File: src/common/ofp_pkg.sv
// Package with constants and types for the output fallback protection block
// ----------------------------------------------------------------------------
// Function
// RULE_01: On stop or any exception every output takes its configured default; pulse-train outputs take 0 instead.
// RULE_02: Pulse-train outputs fall back to 0 and that value is fixed.
// RULE_03: Sourcing outputs are protected in clusters of up to four.
// RULE_04: A fault with protection enabled forces its whole cluster to 0.
// RULE_05: A shut cluster is rearmed about once per second to retest.
// RULE_06: Only a high output shorted to 0 V counts as a fault.
// RULE_07: The protection enable bit resets to 0 and can disable rearming.
// RULE_08: Sinking outputs have no protection and report nothing.
// RULE_09: Relay outputs have no protection and report nothing.
// RULE_10: Outputs without a special function follow the application value.
// RULE_11: Output 1 carries channel 0 direction in CW/CCW mode, not channel 1.
// RULE_12: Outputs 2,3 are reflex for counter 0/2 and 4,5 for counter 1/3.
// RULE_13: With protection disabled, cluster outputs follow their commands.
// ----------------------------------------------------------------------------
package ofp_pkg;
  // Register word offsets
  localparam logic [3:0] ADDR_CTRL = 4'h0;
  localparam logic [3:0] ADDR_DFLT = 4'h1;
  localparam logic [3:0] ADDR_FN0 = 4'h2;
  localparam logic [3:0] ADDR_FN1 = 4'h3;
  localparam logic [3:0] ADDR_STAT = 4'h4;
  localparam logic [3:0] ADDR_MASK = 4'h5;
  localparam logic [3:0] ADDR_SHUT = 4'h6;
  localparam logic [3:0] ADDR_OUT = 4'h7;
  // Control bit positions
  localparam int CTRL_PROT = 0;
  localparam int CTRL_STOP = 1;
  localparam int CTRL_CWCCW = 2;
  localparam int CTRL_SRC = 3;
  // Status bit positions
  localparam int ST_FAULT = 0;
  localparam int ST_REARM = 1;
  localparam int ST_FALLBACK = 2;
  localparam int ST_W = 3;
  // Cluster size
  localparam int CL_SIZE = 4;
  // Rearm period
  localparam int REARM_MS = 1000;
  localparam int CLK_HZ = 10000000;
  localparam int REARM_CYC = (CLK_HZ / 1000) * REARM_MS;
  // Output function codes, two bits per output
  typedef enum logic [1:0]
  {
    OFP_FN_PLAIN = 2'h0,
    OFP_FN_PULSE = 2'h1,
    OFP_FN_TRAIN = 2'h2,
    OFP_FN_REFLEX = 2'h3
  } ofp_fn_e;
  // Special function sources carried together
  typedef struct packed
  {
    logic pulse0;
    logic pulse1;
    logic train0;
    logic train1;
    logic train0_dir;
    logic [1:0] reflex_a;
    logic [1:0] reflex_b;
  } ofp_src_s;
endpackage

File: src/rtl/ofp_top.sv
// Output fallback and short-circuit protection with Avalon-MM registers
//
// Decided for this implementation: the placing of the registers and register access over Avalon-MM.
`timescale 1ns/10ps
module ofp_top #(
  parameter int N_OUT = 16,
  parameter int REARM_CYCLES = ofp_pkg::REARM_CYC
)
(
  // Clock and reset
  input wire logic clk_sys_i,
  input wire logic nrst_i,
  // Avalon-MM slave
  input wire logic [3:0] avs_address_i,
  input wire logic avs_read_i,
  input wire logic avs_write_i,
  input wire logic [31:0] avs_writedata_i,
  output logic [31:0] avs_readdata_o,
  output logic avs_waitrequest_o,
  // Controller state and application values
  input wire logic exception_i,
  input wire logic [N_OUT-1:0] app_value_i,
  input wire ofp_pkg::ofp_src_s src_i,
  // Load side
  input wire logic [N_OUT-1:0] short_sense_i,
  output logic [N_OUT-1:0] out_o,
  output logic irq_o
);
  localparam int N_CL = (N_OUT + ofp_pkg::CL_SIZE - 1) / ofp_pkg::CL_SIZE;

  // ----------------------------------------------------------------------------
  // Registers
  // ----------------------------------------------------------------------------
  logic [3:0] ctrl;
  logic [3:0] next_ctrl;
  logic [N_OUT-1:0] dflt;
  logic [N_OUT-1:0] next_dflt;
  logic [31:0] fn_lo;
  logic [31:0] next_fn_lo;
  logic [31:0] fn_hi;
  logic [31:0] next_fn_hi;
  logic [ofp_pkg::ST_W-1:0] stat;
  logic [ofp_pkg::ST_W-1:0] next_stat;
  logic [ofp_pkg::ST_W-1:0] mask;
  logic [ofp_pkg::ST_W-1:0] next_mask;
  logic [31:0] rdata;
  logic [31:0] next_rdata;
  logic rd_done;
  logic next_rd_done;
  logic [N_OUT-1:0] out_q;
  logic [N_OUT-1:0] next_out;
  logic [N_CL-1:0] shut;
  logic [N_CL-1:0] next_shut;
  logic [31:0] rearm_cnt;
  logic [31:0] next_rearm_cnt;
  logic rearm_tick;
  logic [N_OUT-1:0] cmd;
  logic [N_OUT-1:0] fault;
  logic [N_CL-1:0] cl_fault;
  logic fallback;
  logic wr_en;

  // Function code of output i
  function automatic ofp_pkg::ofp_fn_e fn_of(input int i);
    logic [63:0] all;
    all = {fn_hi, fn_lo};
    return ofp_pkg::ofp_fn_e'(all[2*i +: 2]);
  endfunction

  // Reads take one wait cycle so read data leave a flip-flop
  assign avs_waitrequest_o = avs_read_i & ~rd_done;
  assign wr_en = avs_write_i;
  assign avs_readdata_o = rdata;
  assign fallback = ctrl[ofp_pkg::CTRL_STOP] | exception_i;
  assign rearm_tick = (rearm_cnt == 32'(REARM_CYCLES - 1));

  // ----------------------------------------------------------------------------
  // Output function routing
  // ----------------------------------------------------------------------------
  always_comb
  begin
    cmd = app_value_i;
    for (int i = 0; i < N_OUT; i++)
    begin
      case (fn_of(i))
        ofp_pkg::OFP_FN_PLAIN: cmd[i] = app_value_i[i]; // RULE_10
        ofp_pkg::OFP_FN_PULSE: cmd[i] = (i == 0) ? src_i.pulse0 :
                                        (i == 1) ? src_i.pulse1 :
                                        app_value_i[i];
        ofp_pkg::OFP_FN_TRAIN:
        begin
          if (i == 0)
            cmd[i] = src_i.train0;
          else if (i == 1)
            cmd[i] = ctrl[ofp_pkg::CTRL_CWCCW] ? src_i.train0_dir
                                               : src_i.train1; // RULE_11
          else
            cmd[i] = src_i.train0_dir;
        end
        ofp_pkg::OFP_FN_REFLEX: cmd[i] = (i == 2) ? src_i.reflex_a[0] :
                                         (i == 3) ? src_i.reflex_a[1] :
                                         (i == 4) ? src_i.reflex_b[0] :
                                         (i == 5) ? src_i.reflex_b[1] :
                                         app_value_i[i]; // RULE_12
        default: cmd[i] = app_value_i[i];
      endcase
    end
  end

  // ----------------------------------------------------------------------------
  // Fault detection per cluster
  // ----------------------------------------------------------------------------
  // Sensing only counts while the pin is driven high, so a low pin tied to
  // the supply never trips; sinking and relay builds ignore sensing entirely.
  assign fault = out_q & short_sense_i & {N_OUT{ctrl[ofp_pkg::CTRL_SRC]}};
  // RULE_06 RULE_08 RULE_09

  genvar g;
  generate
    for (g = 0; g < N_CL; g++)
    begin : g_cl
      localparam int LO = g * ofp_pkg::CL_SIZE;
      localparam int HI = (LO + ofp_pkg::CL_SIZE > N_OUT) ? N_OUT - 1
                          : LO + ofp_pkg::CL_SIZE - 1;
      assign cl_fault[g] = |fault[HI:LO]; // RULE_03
    end
  endgenerate

  // ----------------------------------------------------------------------------
  // Next state
  // ----------------------------------------------------------------------------
  always_comb
  begin
    next_ctrl = ctrl;
    next_dflt = dflt;
    next_fn_lo = fn_lo;
    next_fn_hi = fn_hi;
    next_mask = mask;
    next_stat = stat;
    next_rdata = rdata;
    next_rd_done = avs_read_i & ~rd_done;
    next_shut = shut;
    next_rearm_cnt = rearm_tick ? 32'h0 : rearm_cnt + 32'h1;
    if (wr_en)
    begin
      case (avs_address_i)
        ofp_pkg::ADDR_CTRL: next_ctrl = avs_writedata_i[3:0];
        ofp_pkg::ADDR_DFLT: next_dflt = avs_writedata_i[N_OUT-1:0];
        ofp_pkg::ADDR_FN0: next_fn_lo = avs_writedata_i;
        ofp_pkg::ADDR_FN1: next_fn_hi = avs_writedata_i;
        ofp_pkg::ADDR_STAT:
          next_stat = stat & ~avs_writedata_i[ofp_pkg::ST_W-1:0];
        ofp_pkg::ADDR_MASK: next_mask = avs_writedata_i[ofp_pkg::ST_W-1:0];
        default: next_mask = mask;
      endcase
    end
    if (avs_read_i & ~rd_done)
    begin
      case (avs_address_i)
        ofp_pkg::ADDR_CTRL: next_rdata = 32'(ctrl);
        ofp_pkg::ADDR_DFLT: next_rdata = 32'(dflt);
        ofp_pkg::ADDR_FN0: next_rdata = fn_lo;
        ofp_pkg::ADDR_FN1: next_rdata = fn_hi;
        ofp_pkg::ADDR_STAT: next_rdata = 32'(stat);
        ofp_pkg::ADDR_MASK: next_rdata = 32'(mask);
        ofp_pkg::ADDR_SHUT: next_rdata = 32'(shut);
        ofp_pkg::ADDR_OUT: next_rdata = 32'(out_q);
        default: next_rdata = 32'h0;
      endcase
    end
    // Shutdown only with protection on; clearing the bit releases clusters
    if (ctrl[ofp_pkg::CTRL_PROT])
    begin
      if (rearm_tick)
        next_shut = '0; // RULE_05
      else
        next_shut = shut | cl_fault; // RULE_04
    end
    else
      next_shut = '0; // RULE_13
    // Hardware sets win over a clear in the same cycle
    if (ctrl[ofp_pkg::CTRL_PROT] & |cl_fault & ~rearm_tick)
      next_stat[ofp_pkg::ST_FAULT] = 1'b1;
    if (ctrl[ofp_pkg::CTRL_PROT] & rearm_tick & |shut)
      next_stat[ofp_pkg::ST_REARM] = 1'b1;
    if (fallback)
      next_stat[ofp_pkg::ST_FALLBACK] = 1'b1;
    for (int i = 0; i < N_OUT; i++)
    begin
      if (fallback)
        next_out[i] = (fn_of(i) == ofp_pkg::OFP_FN_TRAIN) ? 1'b0 // RULE_02
                      : dflt[i]; // RULE_01
      else if (next_shut[i / ofp_pkg::CL_SIZE])
        next_out[i] = 1'b0; // RULE_04
      else
        next_out[i] = cmd[i];
    end
  end

  always_ff @(posedge clk_sys_i or negedge nrst_i)
  begin
    if (!nrst_i)
    begin
      ctrl <= 4'h8; // RULE_07
      dflt <= '0;
      fn_lo <= 32'h0;
      fn_hi <= 32'h0;
      stat <= '0;
      mask <= '0;
      rdata <= 32'h0;
      rd_done <= 1'b0;
      shut <= '0;
      rearm_cnt <= 32'h0;
      out_q <= '0;
    end
    else
    begin
      ctrl <= next_ctrl;
      dflt <= next_dflt;
      fn_lo <= next_fn_lo;
      fn_hi <= next_fn_hi;
      stat <= next_stat;
      mask <= next_mask;
      rdata <= next_rdata;
      rd_done <= next_rd_done;
      shut <= next_shut;
      rearm_cnt <= next_rearm_cnt;
      out_q <= next_out;
    end
  end

  assign out_o = out_q;
  assign irq_o = |(stat & mask);
endmodule

File: config.mk
export PLATFORM = sky130hd
export DESIGN_NAME = ofp_top
export DESIGN_NICKNAME = d
export VERILOG_FILES = /design/src/common/ofp_pkg.sv /design/src/rtl/ofp_top.sv
export SDC_FILE = /design/constraint.sdc
export NUM_CORES = 1
export LEC_CHECK = 0
export BUFFER_PORTS_ARGS = -buffer_cell sky130_fd_sc_hd__buf_2
export CAP_MARGIN = 5
export CORE_MARGIN = 8
export CORE_UTILIZATION = 25
export DETAILED_ROUTE_END_ITERATION = 10
export PLACE_DENSITY = 0.51
export SYNTH_ARGS = -nofsm -noshare
export SYNTH_HDL_FRONTEND = slang
export SYNTH_SLANG_ARGS = --single-unit
File: constraint.sdc
create_clock -name clk_sys_i -period 4.5 [get_ports clk_sys_i]
set_input_delay 0.225 -clock clk_sys_i [delete_from_list [all_inputs] [get_ports clk_sys_i]]
set_output_delay 0.225 -clock clk_sys_i [all_outputs]
set_load 0.01 [all_outputs]
After elaboration in Yosys (flattened, before gate mapping)
Index checks and enable logic that the tools add are counted. W data, S select, Z words.

$add $sub $neg: 1. Equality and inequality tests: 56. Mux-type cells: 74. Bitwise gates (word level): 14. Reductions and logical operators: 54.

Operator list (number): $pmux W32 S8 (1); $eq A2 B2 Y1 const B (32); $mux W1 (52); $reduce_or A3 Y1 (11); $add A32 B1 Y32 const B (1); $and A16 B16 Y16 (2); $eq A2 B1 Y1 const B (16); $eq A32 B24 Y1 const B (1); $logic_not A2 Y1 (16); $mux W32 (1); $pmux W1 S2 (10); $reduce_or A4 Y1 (5); $pmux W1 S3 (6); $eq A4 B3 Y1 const B (4); $reduce_and A2 Y1 (8); $reduce_or A16 Y1 (1); $reduce_bool A2 Y1 (6); $reduce_or A2 Y1 (6); $eq A4 B2 Y1 const B (2); $mux W4 (2); $and A3 B3 Y3 (2); $mux W3 (2); $and A1 B1 Y1 (5); $eq A4 B1 Y1 const B (1); other kinds (5) (6).

Register bits: 175. Input bits: 82. Output and inout bits: 50.

Logic depth before layout (Yosys ltp)
Depth in word-level cells: 8. Depth in mapped cells: 9.

Worst setup path after synthesis
No wires, ideal clock.

Kind: register -> register. From: register rearm_cnt[0]. To: register out_q[8] (netlist: out_o[8]). Setup time: 0.087 ns. Arrival: 1.686 ns. Required time: 4.413 ns. Path slack: 2.727 ns. Cell stages (with the launch flop): 10. Path buffers: 3. Period minus slack after synthesis: 1.773 ns. Path through: dfrtp_1 -> ha_1 -> and3_1 -> buf_4 -> nand3_2 -> nor4_4 -> buf_6 -> buf_8 -> o211ai_1 -> a22oi_1.

Word-level cells in the longest chain between the ends: 5.

RTL lines: start, declared (RTL line ofp_top.sv:54) `logic [31:0] rearm_cnt;`; start signal, assigned (RTL line ofp_top.sv:227) `rearm_cnt <= next_rearm_cnt;`; $eq A32 B24 Y1 (RTL line ofp_top.sv:75) `assign rearm_tick = (rearm_cnt == 32'(REARM_CYCLES - 1));`; $mux W4 (RTL line ofp_top.sv:174) `if (rearm_tick)`; $mux W4 (RTL line ofp_top.sv:172) `if (ctrl[ofp_pkg::CTRL_PROT])`; $mux W1 (RTL line ofp_top.sv:193) `else if (next_shut[i / ofp_pkg::CL_SIZE])`; $mux W1 (RTL line ofp_top.sv:190) `if (fallback)`; via next_out[8] (RTL line ofp_top.sv:51) `logic [N_OUT-1:0] next_out;`; end signal, assigned (RTL line ofp_top.sv:228) `out_q <= next_out;`; end, declared (RTL line ofp_top.sv:50) `logic [N_OUT-1:0] out_q;`.

The timed path passes the listed nets, and every way through them passes these cells. A chain may end at the register's enable or synchronous reset.

Worst setup path after layout
From: register rearm_cnt[0]. To: register out_q[15] (netlist: out_o[15]).

Same word-level chain as after synthesis.

==> reports/metrics.cfg <==
[sta]
finalHoldViolCount = 0
worst-slew-pin-transition_ps = 960
slew-limit-headroom = 0.355
slew_viol_final = 0
min_period_over_period = 0.603
setup_viol = 0
rsz0062_at_grt = no
fin_setup_tns_ps = 0
fmax_mhz = 368
min_period_ps = 2710
clock_skew_ps = 11.2

[detailed_routing]
drcViolationCount = 0
routed_wirelength_mm = 24.0
ant_nets = 0
firstDrtPassIters = 4
viasPerCell = 4.79
drt_iter0_markers = 389
num_vias = 5858
post_drt_wl_per_cell_um = 19.6

[setup_path]
cp_top_family = simple AND/OR/NAND/NOR gates
cp_slowest_cell = nor4_4
crit_fanout = 16
cp_cell_sequence = ha_1 -> and3_1 -> nand3_2 -> nor4_4 -> buf_4 -> o211ai_2 -> a22oi_1
cpPeakStageDelay_ps = 870
arrival_ps = 3050
worst-path-buf-inv = 1
critPathRequiredTime_ps = 4830
path_class = flip-flop to flip-flop
cp-end-kind = flip-flop
start_kind = flip-flop
reg2reg_slack_ps = 1790

[global_routing]
grt_pass1_vias = 6101
grt_max_degree = 89
grt_usage = 0.129
antenna_found_initial = 2
grt-ovfl-total = 0
grt_pass1_wl_mm = 37.7

[final_layout]
design_area_um2 = 9630
drive_above_1_share = 0.329
fin_nets = 895
area_delta_synth_final_pct = 20.8
final_util = 0.306

[synthesis]
avgSynthCellArea_um2 = 11.6
synth_nets = 771
synth.distinct_cells = 55
ys_seq_area_frac = 0.550
syn_inst = 684
synth-edff-count = 0
synth_flop_cell = dfrtp_1
synth-seq-cells = 175
synth-async-reset-ratio = 1.00
yosysWarnings = 0
synthesis.area_um2 = 7970

[clock_tree]
clock_path_buffers = 2
path_clk_slew_ps = 70
clock-root-buffer = clkbuf_16
cts_buffers = 17
clk_latency_ps = 430
cts_resized = 0
cts.sink_count = 175
h-tree-depth = 4
cts_tree = done

[die]
fp.dieW_um = 195
pin_count = 132
num_rows = 65
die_y_um = 195
start_util = 0.253
die-area_um2 = 37800
core_area_um2 = 31500

[place]
dp_hpwl_mm = 17.4
io_buffers = 131
postPlaceCellArea_um2 = 9040
routabilityCongestion = 0.785

[power_and_ir_drop]
p_leak_nw = 4.33
ir_drop_uv = 283
pwr-share-seq = 0.486
p_sw_frac = 0.302
p_switching_mw = 1.30
pwr_density_cell_nw_per_um2 = 446
comb_power_share = 0.177
internal_power_mw = 2.99
p_clk_frac = 0.337

[job]
cap_viol_max_count = 0

[outcome]
status = complete, no violations

[min_path]
hold_path.class = primary input to flip-flop

cell usage after synthesis, types with 2 or more instances:
library cell / number / area share
xnor2_1: 13 / 0.014
mux2i_1: 6 / 0.0075
nor2_1: 41 / 0.019
o31ai_1: 5 / 0.0047
and4_1: 2 / 0.0022
and3_1: 9 / 0.0071
o21ai_0: 31 / 0.019
nand2b_1: 3 / 0.0024
o22ai_1: 5 / 0.0039
buf_1: 2 / 0.00094
mux2_1: 5 / 0.0071
dfrtp_1: 174 / 0.55
o211ai_1: 11 / 0.010
a21oi_1: 18 / 0.011
a31oi_1: 12 / 0.0094
a32oi_1: 2 / 0.0022
a21boi_0: 3 / 0.0028
buf_4: 3 / 0.0028
clkbuf_1: 17 / 0.0080
a22o_1: 4 / 0.0044
nand4_1: 8 / 0.0063
xor2_1: 16 / 0.018
nand3_1: 13 / 0.0082
a22oi_1: 56 / 0.053
nand3b_1: 3 / 0.0028
a221oi_1: 4 / 0.0044
nor3_1: 6 / 0.0038
nor2b_1: 15 / 0.012
nand4b_1: 2 / 0.0022
buf_2: 14 / 0.0088
inv_1: 12 / 0.0057
nand2_1: 55 / 0.026
nor4b_2: 2 / 0.0038
mux2_2: 85 / 0.12
ha_1: 5 / 0.0079
nor4_1: 3 / 0.0024
power by group through the flow:
stage	Clock [mW]	Sequential, mW	Combinational, mW
floorplan	0	2.05	0.436
global placement	0	2.11	0.761
detailed placement	0	2.11	0.769
CTS	1.48	2.08	0.773
global route	1.56	2.12	0.845
finish	1.45	2.09	0.761
final cells by class:
class | instances | area (um2)
antenna | 1 | 2.50
clock buffer | 19 | 443
clock inverter | 13 | 133
fill | 3253 | 21800
inverter | 12 | 45.0
multi-input combinational | 459 | 3370
sequential | 175 | 4380
tap | 402 | 503
timing repair buffer | 143 | 754
what timing repair did:
item | CTS | global route
setup endpoints to repair | 0 | 0
hold endpoints to repair | 85 | 0
hold buffers | 1 | 0
setup buffers | 0 | 0
cell usage in the layout (no fill, tap or decap), drive strengths merged, types with 5 or more instances in the layout:
master,instances
o211ai,12
clkinv,5
a22oi,56
xor2,16
mux2,90
nand4,8
ha,5
dfrtp,174
a31oi,12
nand2,55
a21oi,18
nor2,41
xnor2,13
clkbuf,19
o31ai,5
inv,16
mux2i,6
buf,142
and3,10
nor2b,15
nand3,14
o22ai,5
nor3,7
o21ai,32
metal layers:
metal,vias up,share of wire,GRT usage
li1,2751,-,-
met1,2955,0.48,0.176
met2,133,0.47,0.200
met3,17,0.043,0.0282
met4,2,0.014,0.0388
met5,-,0.00054,0
worst paths after layout:
kind	startpoint	end	cells after the start
worst min-delay path	avs_writedata_i[31]	fn_hi[31]$_DFFE_PN0P_	2
worst max-delay path	rearm_cnt[0]$_DFF_PN0_	out_o[15]$_DFF_PN0_	7
worst min register to register	rearm_cnt[6]$_DFF_PN0_	rearm_cnt[6]$_DFF_PN0_	1
max in group asynchronous	nrst_i	dflt[14]$_DFFE_PN0P_	3
min in group asynchronous	nrst_i	rearm_cnt[16]$_DFF_PN0_	2
worst max register to register	rearm_cnt[0]$_DFF_PN0_	out_o[15]$_DFF_PN0_	7
through the flow:
| step | total power, mW | worst slack [ps] | cells | hold slack (ps) |
|---|---|---|---|---|
| 2_1_floorplan | 2.49 | 2730 | 684 | -70.6 |
| 3_3_place_gp | 2.87 | 1810 | 1190 | 373 |
| 3_5_place_dp | 2.88 | 1730 | 1190 | 364 |
| 4_1_cts | 4.34 | 1790 | 1223 | 13.6 |
| 5_1_grt | 4.52 | 1620 | 1224 | 16.6 |
| 6_report | 4.29 | 1790 | 1224 | 35.1 |
registers in the layout, summed over array words and instances, names as in the netlist, 4 cells and up:
name            count
dflt               16
ctrl                4
rearm_cnt          32
fn_hi              32
out_o              16
shut                4
fn_lo              32
avs_readdata_o     32
worst reg2reg max path: cells and delay by family, from the launching register on:
family | cells | cell delay, ps
buf+inv | 1 | 350
simple gates | 3 | 1280
compound gates | 2 | 420
flops | 1 | 380
fa+ha+maj | 1 | 190
cell families (layout without fill, tap and decap cells):
| logic type | after synthesis | in the layout | synth area share |
|---|---|---|---|
| flops | 175 | 175 | 0.550 |
| simple gates | 171 | 171 | 0.111 |
| compound gates | 157 | 157 | 0.132 |
| mux | 97 | 97 | 0.138 |
| buf+inv | 50 | 187 | 0.0295 |
| xor+xnor | 29 | 29 | 0.0319 |
| fa+ha+maj | 5 | 5 | 0.00785 |
| other cells | 0 | 1 | 0 |
No activity file was read; power rests on OpenSTA's default activity.
